**src/pkg/sadr_defs.vh**
```
`ifndef SADR_DEFS_VH
`define SADR_DEFS_VH

// Area field of the system address
`define SADR_AREA_MSB        31
`define SADR_AREA_LSB        28
`define SADR_AREA_W          4
`define SADR_AREA_INTERNAL   4'h0
`define SADR_AREA_EXT_FIRST  4'h1
`define SADR_AREA_EXT_LAST   4'h8
`define SADR_AREA_PERIPH     4'hF
`define SADR_EXT_SELECTS     8

// Slot field inside the internal area, 1 MB per slot
`define SADR_SLOT_MSB        27
`define SADR_SLOT_LSB        20
`define SADR_SLOT_W          8
`define SADR_OFFSET_W        20
`define SADR_SLOT_BOOT       8'h00
`define SADR_SLOT_FLASH      8'h01
`define SADR_SLOT_SRAM       8'h02
`define SADR_SLOT_ROM        8'h03

// Memory sizes of the larger variants
`define SADR_SRAM_BYTES      32768
`define SADR_FLASH_BANKS     2
`define SADR_FLASH_PAGES     1024
`define SADR_PAGE_BYTES      256
`define SADR_ROM_BYTES       1048576

// Boot selection bit state after power-on
`define SADR_BOOT_INIT       1'b0

`endif

```
**src/sadr_boot_bit.v**
```verilog
`timescale 1ns/1ps
`default_nettype none
`include "sadr_defs.vh"

module sadr_boot_bit #(
	parameter [0:0] INIT = `SADR_BOOT_INIT
) (
	// Power-on reset only; system reset leaves the bit alone
	input  wire clk,
	input  wire por,
	// Commands from the flash controller
	input  wire set_cmd,
	input  wire clear_cmd,
	input  wire erase,
	// Stored bit
	output reg  bit_value
);
	always @(posedge clk or posedge por) begin
		if (por)
			bit_value <= INIT;
		else if (erase)
			bit_value <= 1'b0;
		else if (set_cmd)
			bit_value <= 1'b1;
		else if (clear_cmd)
			bit_value <= 1'b0;
	end
endmodule

`default_nettype wire

```
**src/sadr_decoder.v**
```verilog
`timescale 1ns/1ps
`default_nettype none
`include "sadr_defs.vh"

module sadr_decoder #(
	parameter SRAM_BYTES  = `SADR_SRAM_BYTES,
	parameter FLASH_BANKS = `SADR_FLASH_BANKS,
	parameter FLASH_PAGES = `SADR_FLASH_PAGES,
	parameter PAGE_BYTES  = `SADR_PAGE_BYTES,
	parameter ROM_BYTES   = `SADR_ROM_BYTES
) (
	// Clock and resets
	input  wire                          CLOCK,
	input  wire                          RST,
	input  wire                          NV_POR,
	// Master request
	input  wire                          REQ_VALID,
	input  wire [31:0]                   REQ_ADDR,
	input  wire                          REQ_WRITE,
	input  wire [31:0]                   REQ_WDATA,
	// Remap and boot selection control
	input  wire                          REMAP_CMD,
	input  wire                          NV_SET_CMD,
	input  wire                          NV_CLEAR_CMD,
	input  wire                          ERASE,
	// Decode result
	output reg                           RSP_VALID,
	output reg                           ABORT,
	output reg  [`SADR_EXT_SELECTS-1:0]  EXTERNAL_SELECT_LINE_N,
	output reg                           PERIPH_SEL,
	output reg  [31:0]                   FWD_ADDR,
	output reg                           FLASH_SEL,
	output reg  [$clog2(FLASH_BANKS)+(FLASH_BANKS<2)-1:0] FLASH_BANK,
	output reg                           SRAM_SEL,
	output reg                           ROM_SEL,
	output reg  [`SADR_OFFSET_W-1:0]     MEM_OFFSET,
	// State
	output reg                           REMAPPED,
	output reg                           BOOT_FLASH,
	// Flash write buffer read port
	input  wire [$clog2(PAGE_BYTES/4)-1:0] WBUF_RD_INDEX,
	output reg  [31:0]                   WBUF_RD_DATA
);
	localparam BANK_BYTES  = FLASH_PAGES * PAGE_BYTES;
	localparam FLASH_BYTES = FLASH_BANKS * BANK_BYTES;
	localparam BANK_W      = (FLASH_BANKS > 1) ? $clog2(FLASH_BANKS) : 1;
	localparam BANK_LSB    = $clog2(BANK_BYTES);
	localparam WBUF_WORDS  = PAGE_BYTES / 4;
	localparam WBUF_IDX_W  = $clog2(WBUF_WORDS);

	// Area decode
	wire [`SADR_AREA_W-1:0]      area;
	wire                         is_ext;
	wire                         is_internal;
	wire                         is_periph;
	wire [`SADR_AREA_W-1:0]      ext_index;
	// Second-level decode
	wire                         boot_bit;
	wire                         m_flash;
	wire                         m_sram;
	wire                         m_rom;
	wire                         m_hole;
	wire [`SADR_OFFSET_W-1:0]    m_offset;
	// Write buffer
	wire                         wbuf_write;
	wire [WBUF_IDX_W-1:0]        wbuf_index;
	reg  [31:0]                  wbuf [0:WBUF_WORDS-1];

	// Remap state and next values of the registered outputs
	reg                          remap;
	reg                          next_rsp_valid;
	reg                          next_abort;
	reg  [`SADR_EXT_SELECTS-1:0] next_select_n;
	reg                          next_periph_sel;
	reg                          next_flash_sel;
	reg  [BANK_W-1:0]            next_flash_bank;
	reg                          next_sram_sel;
	reg                          next_rom_sel;
	reg  [`SADR_OFFSET_W-1:0]    next_mem_offset;

	assign area = REQ_ADDR[`SADR_AREA_MSB:`SADR_AREA_LSB];
	assign is_ext = (area >= `SADR_AREA_EXT_FIRST)
	                && (area <= `SADR_AREA_EXT_LAST);
	assign is_internal = (area == `SADR_AREA_INTERNAL);
	assign is_periph   = (area == `SADR_AREA_PERIPH);
	assign ext_index = area - `SADR_AREA_EXT_FIRST;

	sadr_boot_bit u_boot (
		.clk       (CLOCK),
		.por       (NV_POR),
		.set_cmd   (NV_SET_CMD),
		.clear_cmd (NV_CLEAR_CMD),
		.erase     (ERASE),
		.bit_value (boot_bit)
	);

	// Second-level decode of the internal area
	sadr_slot_map #(
		.SRAM_BYTES  (SRAM_BYTES),
		.FLASH_BYTES (FLASH_BYTES),
		.ROM_BYTES   (ROM_BYTES)
	) u_slots (
		.area_addr  (REQ_ADDR[27:0]),
		.remap      (remap),
		.boot_flash (boot_bit),
		.sel_flash  (m_flash),
		.sel_sram   (m_sram),
		.sel_rom    (m_rom),
		.hole       (m_hole),
		.offset     (m_offset)
	);

	// Remap is one-way until the next system reset
	always @(posedge CLOCK or posedge RST) begin
		if (RST)
			remap <= 1'b0;
		else if (REMAP_CMD)
			remap <= 1'b1;
	end

	// Each request is judged on its own; nothing is held between cycles
	always @* begin
		next_rsp_valid  = REQ_VALID;
		next_abort      = 1'b0;
		next_select_n   = {`SADR_EXT_SELECTS{1'b1}};
		next_periph_sel = 1'b0;
		next_flash_sel  = 1'b0;
		next_sram_sel   = 1'b0;
		next_rom_sel    = 1'b0;
		if (REQ_VALID) begin
			if (is_ext) begin
				next_select_n[ext_index[2:0]] = 1'b0;
			end else if (is_internal) begin
				next_abort     = m_hole;
				next_flash_sel = m_flash;
				next_sram_sel  = m_sram;
				next_rom_sel   = m_rom;
			end else if (is_periph) begin
				next_periph_sel = 1'b1;
			end else begin
				next_abort = 1'b1;
			end
		end
	end

	// Offset and bank follow the slot decode for any area and any valid; a hole gives zero offset and bank
	always @* begin
		next_mem_offset = m_offset;
		next_flash_bank = {BANK_W{1'b0}};
		if (FLASH_BANKS > 1)
			next_flash_bank = m_offset[BANK_LSB+BANK_W-1:BANK_LSB];
	end

	// Flash writes land in the page buffer, one word per access
	assign wbuf_write = REQ_VALID && REQ_WRITE
	                    && (area == `SADR_AREA_INTERNAL) && m_flash;
	assign wbuf_index = m_offset[WBUF_IDX_W+1:2];

	always @(posedge CLOCK) begin
		if (wbuf_write)
			wbuf[wbuf_index] <= REQ_WDATA;
	end

	// Buffer is not reset; only written words are meaningful
	always @(posedge CLOCK or posedge RST) begin
		if (RST)
			WBUF_RD_DATA <= 32'h0000_0000;
		else
			WBUF_RD_DATA <= wbuf[WBUF_RD_INDEX];
	end

	// Response and target selects
	always @(posedge CLOCK or posedge RST) begin
		if (RST) begin
			RSP_VALID              <= 1'b0;
			ABORT                  <= 1'b0;
			EXTERNAL_SELECT_LINE_N <= {`SADR_EXT_SELECTS{1'b1}};
			PERIPH_SEL             <= 1'b0;
			FLASH_SEL              <= 1'b0;
			SRAM_SEL               <= 1'b0;
			ROM_SEL                <= 1'b0;
		end else begin
			RSP_VALID              <= next_rsp_valid;
			ABORT                  <= next_abort;
			EXTERNAL_SELECT_LINE_N <= next_select_n;
			PERIPH_SEL             <= next_periph_sel;
			FLASH_SEL              <= next_flash_sel;
			SRAM_SEL               <= next_sram_sel;
			ROM_SEL                <= next_rom_sel;
		end
	end

	// Address forwarded to the selected target
	always @(posedge CLOCK or posedge RST) begin
		if (RST) begin
			FWD_ADDR   <= 32'h0000_0000;
			FLASH_BANK <= {BANK_W{1'b0}};
			MEM_OFFSET <= {`SADR_OFFSET_W{1'b0}};
		end else begin
			FWD_ADDR   <= REQ_ADDR;
			FLASH_BANK <= next_flash_bank;
			MEM_OFFSET <= next_mem_offset;
		end
	end

	// Mapping state seen by the rest of the system
	always @(posedge CLOCK or posedge RST) begin
		if (RST) begin
			REMAPPED   <= 1'b0;
			BOOT_FLASH <= 1'b0;
		end else begin
			REMAPPED   <= remap;
			BOOT_FLASH <= boot_bit;
		end
	end
endmodule

`default_nettype wire

```
**src/sadr_slot_map.v**
```verilog
`timescale 1ns/1ps
`default_nettype none
`include "sadr_defs.vh"

module sadr_slot_map #(
	parameter SRAM_BYTES  = `SADR_SRAM_BYTES,
	parameter FLASH_BYTES = `SADR_FLASH_BANKS * `SADR_FLASH_PAGES
	                        * `SADR_PAGE_BYTES,
	parameter ROM_BYTES   = `SADR_ROM_BYTES
) (
	// Address inside the internal area
	input  wire [27:0]                  area_addr,
	// Mapping state
	input  wire                         remap,
	input  wire                         boot_flash,
	// Decoded target
	output reg                          sel_flash,
	output reg                          sel_sram,
	output reg                          sel_rom,
	output reg                          hole,
	output reg  [`SADR_OFFSET_W-1:0]    offset
);
	localparam [31:0] SRAM_MASK  = SRAM_BYTES - 1;
	localparam [31:0] FLASH_MASK = FLASH_BYTES - 1;
	localparam [31:0] ROM_MASK   = ROM_BYTES - 1;

	wire [`SADR_SLOT_W-1:0]   slot;
	wire [`SADR_OFFSET_W-1:0] raw;

	assign slot = area_addr[`SADR_SLOT_MSB:`SADR_SLOT_LSB];
	assign raw  = area_addr[`SADR_OFFSET_W-1:0];

	always @* begin
		sel_flash = 1'b0;
		sel_sram  = 1'b0;
		sel_rom   = 1'b0;
		hole      = 1'b0;
		case (slot)
			`SADR_SLOT_BOOT: begin
				if (remap)
					sel_sram = 1'b1;
				else if (boot_flash)
					sel_flash = 1'b1;
				else
					sel_rom = 1'b1;
			end
			`SADR_SLOT_FLASH: sel_flash = 1'b1;
			`SADR_SLOT_SRAM:  sel_sram = 1'b1;
			`SADR_SLOT_ROM:   sel_rom = 1'b1;
			default:          hole = 1'b1;
		endcase
		// Small memories repeat through their slot
		if (sel_sram)
			offset = raw & SRAM_MASK[`SADR_OFFSET_W-1:0];
		else if (sel_flash)
			offset = raw & FLASH_MASK[`SADR_OFFSET_W-1:0];
		else if (sel_rom)
			offset = raw & ROM_MASK[`SADR_OFFSET_W-1:0];
		else
			offset = {`SADR_OFFSET_W{1'b0}};
	end
endmodule

`default_nettype wire

```
**config.mk**
```make
export PLATFORM = sky130hd
export DESIGN_NAME = sadr_decoder
export DESIGN_NICKNAME = d
export VERILOG_FILES = /design/src/sadr_boot_bit.v /design/src/sadr_decoder.v /design/src/sadr_slot_map.v
export VERILOG_INCLUDE_DIRS = /design/src /design/src/pkg
export SDC_FILE = /design/constraint.sdc
export NUM_CORES = 2
export LEC_CHECK = 0
export ABC_AREA = 1
export BUFFER_PORTS_ARGS = -buffer_cell sky130_fd_sc_hd__buf_2
export CORE_MARGIN = 10
export CORE_UTILIZATION = 51
export CTS_CLUSTER_DIAMETER = 80
export CTS_CLUSTER_SIZE = 40
export DETAILED_ROUTE_END_ITERATION = 8
export GPL_TIMING_DRIVEN = 1
export PLACE_DENSITY = 0.7
export RECOVER_POWER = 100
export SYNTH_ARGS = -nofsm -noshare
export SYNTH_HDL_FRONTEND = slang
export SYNTH_HIERARCHICAL = 1
export SYNTH_SLANG_ARGS = --single-unit
export TNS_END_PERCENT = 50
```
**constraint.sdc**
```tcl
create_clock -name CLOCK -period 3.3 [get_ports CLOCK]
set_input_delay 0.165 -clock CLOCK [delete_from_list [all_inputs] [get_ports CLOCK]]
set_output_delay 0.165 -clock CLOCK [all_outputs]
set_load 0.005 [all_outputs]
```
# Word level (Yosys, flattened, before mapping)
# Memory sizes are Yosys's and may differ from the RTL's. A register that Yosys moved wholly into a read port is not among the register bits.
# Index checks and enable logic that the tools add are counted.
totals:
  regBits: 71
  ramBits: 2048
  out_inout_bits: 101
  mem_count: 1
mem_list:
  columns: ["name", "depth", "width", "rd", "rd_clocked_by_memory_dff", "write_ports", "line", "rtl"]
  rows:
  - ["wbuf", 64, 32, 1, 1, 1, "sadr_decoder.v:67", "reg [31:0] wbuf [0:WBUF_WORDS-1];"]
classes:
  n_addsub: 1
  magnitude_cmp: 4
  n_eq_ne: 4
  muxes: 38
  n_bitwise: 1
  n_reduce_logical: 9
op_table:
  columns: ["operator", "n"]
  rows:
  - ["2-to-1 mux 20 bit", 3]
  - ["2-to-1 mux 1 bit", 29]
  - ["equality test 8 x 2 -> 1 bit, second input constant", 2]
  - ["2-to-1 mux 8 bit", 2]
  - ["equality test 8 x 1 -> 1 bit, second input constant", 1]
  - ["logical NOT 8 bit", 1]
  - ["NOT 8 bit", 1]
  - ["one-hot mux 1 bit (2 select lines)", 3]
  - ["logical AND 1 bit", 5]
  - ["equality test 4 bit, second input constant", 1]
  - [">= comparator 4 x 1 -> 1 bit, second input constant", 1]
  - ["less-or-equal comparator 4 bit, second input constant", 1]
  - ["logical NOT 4 bit", 1]
  - ["less-than comparator 3 x 4 -> 1 bit, second input constant", 1]
  - ["OR reduction 4 bit", 1]
  - ["demux 1 bit (select 3 bit)", 1]
  - [">= comparator 3 x 1 -> 1 bit, second input constant", 1]
  - ["nonzero test 3 bit", 1]
  - ["subtractor 3 x 1 -> 3 bit, second input constant", 1]

# Logic depth before layout (Yosys ltp)
depth:
  depth_word: 8
  ltp_mapped: 13

# Modules after synthesis
# The synthesis kept the hierarchy.
by_module_without_submodules:
  columns: ["module", "n_inst", "cells_each", "area_each_um2", "seq_area_each_um2"]
  rows:
  - ["sadr_decoder", 1, 6888, 84822.6, 64036.4]
  - ["sadr_slot_map", 1, 75, 370.4, 0.0]
  - ["sadr_boot_bit", 1, 6, 48.8, 25.0]

# Least setup slack after synthesis
# No wires, ideal clock.
synth_timing:
  kind: "in2reg"
  startpoint: "input port REQ_ADDR[27]"
  endpoint: "memory wbuf[13][0] (enable)"
  setup_ps: 421
  t_arrival_ps: 2774
  t_required_ps: 2879
  setup_slack_ps: 105
  cell_stages: 11
  path_buffers: 0
  path_cell_list: "nor2_1 -> nand2_2 -> nor2_1 -> nand2_1 -> nand2_2 -> nand4_1 -> nor2_1 -> inv_1 -> nor2_1 -> nand3_1 -> nor2_1"
synth_via:
  elab_chain_len: 5
synth_rtl:
  columns: ["element", "line", "rtl"]
  rows:
  - ["start, declared", "sadr_decoder.v:18", "input wire [31:0] REQ_ADDR,"]
  - ["equality test 8 x 1 -> 1 bit or logical NOT 8 bit (tied branches)", "sadr_slot_map.v:38", "case (slot)"]
  - ["one-hot mux 1 bit (2 select lines) (*)", "sadr_slot_map.v:38", null]
  - ["via m_flash", "sadr_decoder.v:59", "wire m_flash;"]
  - ["logical AND 1 bit", "sadr_decoder.v:155", "assign wbuf_write = REQ_VALID && REQ_WRITE"]
  - ["2-to-1 mux 1 bit", "sadr_decoder.v:160", "if (wbuf_write)"]
  - ["2-to-1 mux 1 bit (implied by the code)", "sadr_decoder.v:161", "wbuf[wbuf_index] <= REQ_WDATA;"]
  - ["end, declared", "sadr_decoder.v:67", null]
# Mark *: on every way through the listed nets, which the timed path passes. The rest lies on a longest branch.

# Worst setup path in the final report
layout_timing:
  startpoint: "input port REQ_WDATA[29]"
  endpoint: "memory wbuf[40][29], data pin"
layout_lines:
  columns: ["element", "line", "rtl"]
  rows:
  - ["start, declared", "sadr_decoder.v:20", "input wire [31:0] REQ_WDATA,"]
# No word-level cell before the write port.

==> impl_results.md <==
- Status: complete, but fails checks
- Violated checks: capacitance limit, slew limit
- Fin. Hold Viols: 0
- Via/cell ratio: around 6.0
- First-pass GRT wire length: approximately 350000 um
- Arrival time worst endpoint: ~3.4 ns
- DRC Markers: 0
- H-Tree Level Count: 3
- Synth warn: 6
- Sequential Power Share: 62.6%
- Synth Area in XOR/XNOR: 0.0103%
- Max_cap viols: 37
- Clk Latency, worst-skew pair: just under 0.8 ns
- Die area: 0.184 sq mm
- Multi-input gate area: a little under 0.02 sq mm
- Post-synth top area share: 72.1%
- Largest net degree at the start of global routing: ~130
- Switch share: about a quarter
- Comb pwr share: under 10%
- Synth Area in Simple Gates: between 20% and 30%
- DRT Pass-1 Iters: 7
- Filler instances: ~13000
- Largest family of logic cells by synthesized area: simple AND/OR/NAND/NOR gates
- Tmin final: between 3 and 4 ns
- Top fanout value on the critical path: 38
- Area leader, netlist: edfxtp_1
- Pint: between 30000 and 40000 uW
- Synth unique cells: 28
- Initial core utilization: around half
- Seq. cell area: around 0.064 sq mm
- Initial antenna violation count: 8
- Synth Area in Adders: less than 1%
- Slew Limit Fails: about 2300
- Number of nets in the layout: between 7000 and 8000
- Synth Area in Compound Gates: 0.0411%
- Antenna Nets Post-Route: 0
- PwrDens: between 500 and 600 mW/mm^2
- Max Freq: a little over 300 MHz
- Syn Inst Count: around 7000
- CP delay by family, top: buffers and inverters
- FP Rows: 149
- Fraction of layout cells with a size suffix above 1: roughly 6.2%
- Clk sinks: roughly 2200
- FF+latch count, synth: 2150
- Num CTS Buffers: 80
- Vias post-DR: around 56000
- Number of global-route vias before repair: around 52000
- WL final: 241000 um
- CTS Buffer Depth: 3
- Global route overflow: 0
- Hold Path Class: in -> reg
- Crit-path cells: clkbuf_1 > clkbuf_1
- CTS tree: yes
- Post-DP HPWL: approximately 140000 um
- Total track usage: between 20% and 30%
- Synth top area cells: edfxtp_1 (72%), nand3_1 (11%), nand2_1 (10%)
- Slowest cell on crit path: clkbuf_1
- Fin crit share: 97.3%
- Cell area after synthesis: between 0.08 and 0.09 sq mm
- CP max stage delay: 1.78 ns
- Post-CTS Setup Inserts: 0
- Die Ht: approximately 430 um
- CP required: approximately 3.5 ns
- Synthesized Nets: 7052
- Startpoint types: input pin
- Dpl cell area: 0.0896 sq mm
- Slew headroom: -158%
- CTS clk-pin slew, worst paths: 0.12 ns
- Clock root buffer: clkbuf_16
- GP Congestion: between 0.9 and 1
- Leak: between 0.03 and 0.04 uW
- Post-synthesis sequential area ratio: 75.2%
- Max rail drop VDD: between 0.4 and 0.5 mV
- Hold slack: roughly 0.075 ns
- Worst Tran Pin Value: around 3.9 ns
- Multiplexer share of the synthesized area: 0%
- Avg Inst Size Synth: 12.2 sq um
- R2R setup slack: about 0.22 ns
- Crit path top cell by count: clkbuf_1
- WP buf/inv: 2
- Switching power: approximately 12000 uW
- Die Wd: roughly 430 um
- Unrepaired setup endpoints after global routing: false
- Clock skew: slightly below 0.06 ns
- Post-route cell area: around 0.092 sq mm
- Final setup violation count: 0
- Core footprint: 0.166 sq mm
- Top Ports: 180
- Clk pwr share: 30.0%
- Initial DRC Count: ~9000
- Synth-to-Final Area Change: 8.21%
- Critical path class: in -> reg
- Port bufs: 179
- Crit end category: register
- Routed length per instance: approximately 26 um
-- flip-flops by register name (all words and copies together), names as in the netlist --
register                cells
ROM_SEL                     1
WBUF_RD_DATA               32
RSP_VALID                   1
u_boot/bit_value            1
MEM_OFFSET                 20
FLASH_SEL                   1
ABORT                       1
remap                       1
BOOT_FLASH                  1
FWD_ADDR                   32
EXTERNAL_SELECT_LINE_N      8
wbuf                     2048
SRAM_SEL                    1
PERIPH_SEL                  1
REMAPPED                    1
-- final timing paths --
kind | cells after the start | to | from
min in group asynchronous | 4 | u_boot/bit_value | NV_POR
worst min-delay path | 2 | FWD_ADDR[26] | REQ_ADDR[26]
worst max register to register | 12 | wbuf[7][12] | u_boot/bit_value
worst min register to register | 0 | BOOT_FLASH | u_boot/bit_value
max in group asynchronous | 4 | FWD_ADDR[25] | RST
worst max-delay path | 2 | wbuf[40][29] | REQ_WDATA[29]
-- through the flow --
stage | instances | worst slack (ns) | util, % | setup TNS [ns] | total power, uW
global route | 9271 | 0.00850 | 55.7 | 0 | 49100
finish | 9276 | 0.0884 | 55.7 | 0 | 47900
floorplan | 6969 | 0.105 | - | 0 | 32300
CTS | 9257 | 0.129 | 56.2 | 0 | 47900
detailed placement | 9071 | -0.102 | 54.1 | -25.99 | 34000
global placement | 9071 | -0.130 | 54.1 | -22.39 | 34000
-- cells in the mapped netlist --
cell type / number
nor3_1: 2
buf_1: 40
xnor2_1: 1
buf_6: 8
inv_4: 1
nor2_1: 90
a21boi_0: 1
nand4_1: 2
clkbuf_1: 82
inv_2: 4
nor2_2: 9
o21ai_0: 2
nand3b_1: 1
ha_1: 4
buf_2: 281
nand3_1: 1912
a21oi_2: 2
nand2_1: 2287
buf_12: 1
dfrtp_1: 94
dfstp_2: 8
or2_2: 1
inv_1: 42
nand2_2: 6
nor2_4: 3
nor3b_1: 2
edfxtp_1: 2048
buf_4: 35
-- power groups by stage --
stage | Combinational [uW] | Clock, uW | Sequential [uW]
CTS | 3510 | 14400 | 29900
global placement | 3400 | 0 | 30600
detailed placement | 3460 | 0 | 30600
floorplan | 1730 | 0 | 30600
finish | 3550 | 14400 | 30000
global route | 3790 | 15300 | 30000
-- repair_timing --
action	in CTS	in global routing
resized for setup	0	10
hold buffers	41	0
endpoints found under the hold margin	142	0
setup endpoints to repair	0	767
-- cells in the final DEF, fill, tap and decap left out, types with 13 or more instances in the layout --
master and instances:
buf_2 13, nand2_1 2288, dlygate4sd3_1 41, buf_12 46
nor2_2 14, clkbuf_2 60, clkbuf_1 156, nand3_1 1912
dfrtp_1 94, inv_1 40, nor2_1 42, edfxtp_1 2048
nor2_4 59, clkbuf_16 86, buf_4 65, clkbuf_4 15
-- area by class of cell --
cell class | count | share of cell area, %
Sequential cell | 2150 | 69.5
Clock buffer | 88 | 2.34
Timing Repair Buffer | 401 | 3.21
Tap cell | 2189 | 2.97
Clock inverter | 57 | 0.924
Antenna cell | 6 | 0.0163
Inverter | 47 | 0.227
Multi-Input combinational cell | 4338 | 20.9
-- layer usage --
layer  GRT usage (%)  wire, um  up-vias
met3            5.62     29100      379
met4            7.59      8480        4
li1                -         -    24700
met2            38.3    110000     3288
met1            35.7     93700    27500
met5               0        32        -
-- logic make-up after synthesis --
group / after synthesis
buffers and inverters: 494
adders and majority gates: 4
DFF: 2150
AOI/OAI and AO/OA: 5
and+or+nand+nor: 4315
xor gates and xnor gates: 1
No activity file was read; power rests on OpenSTA's default activity.
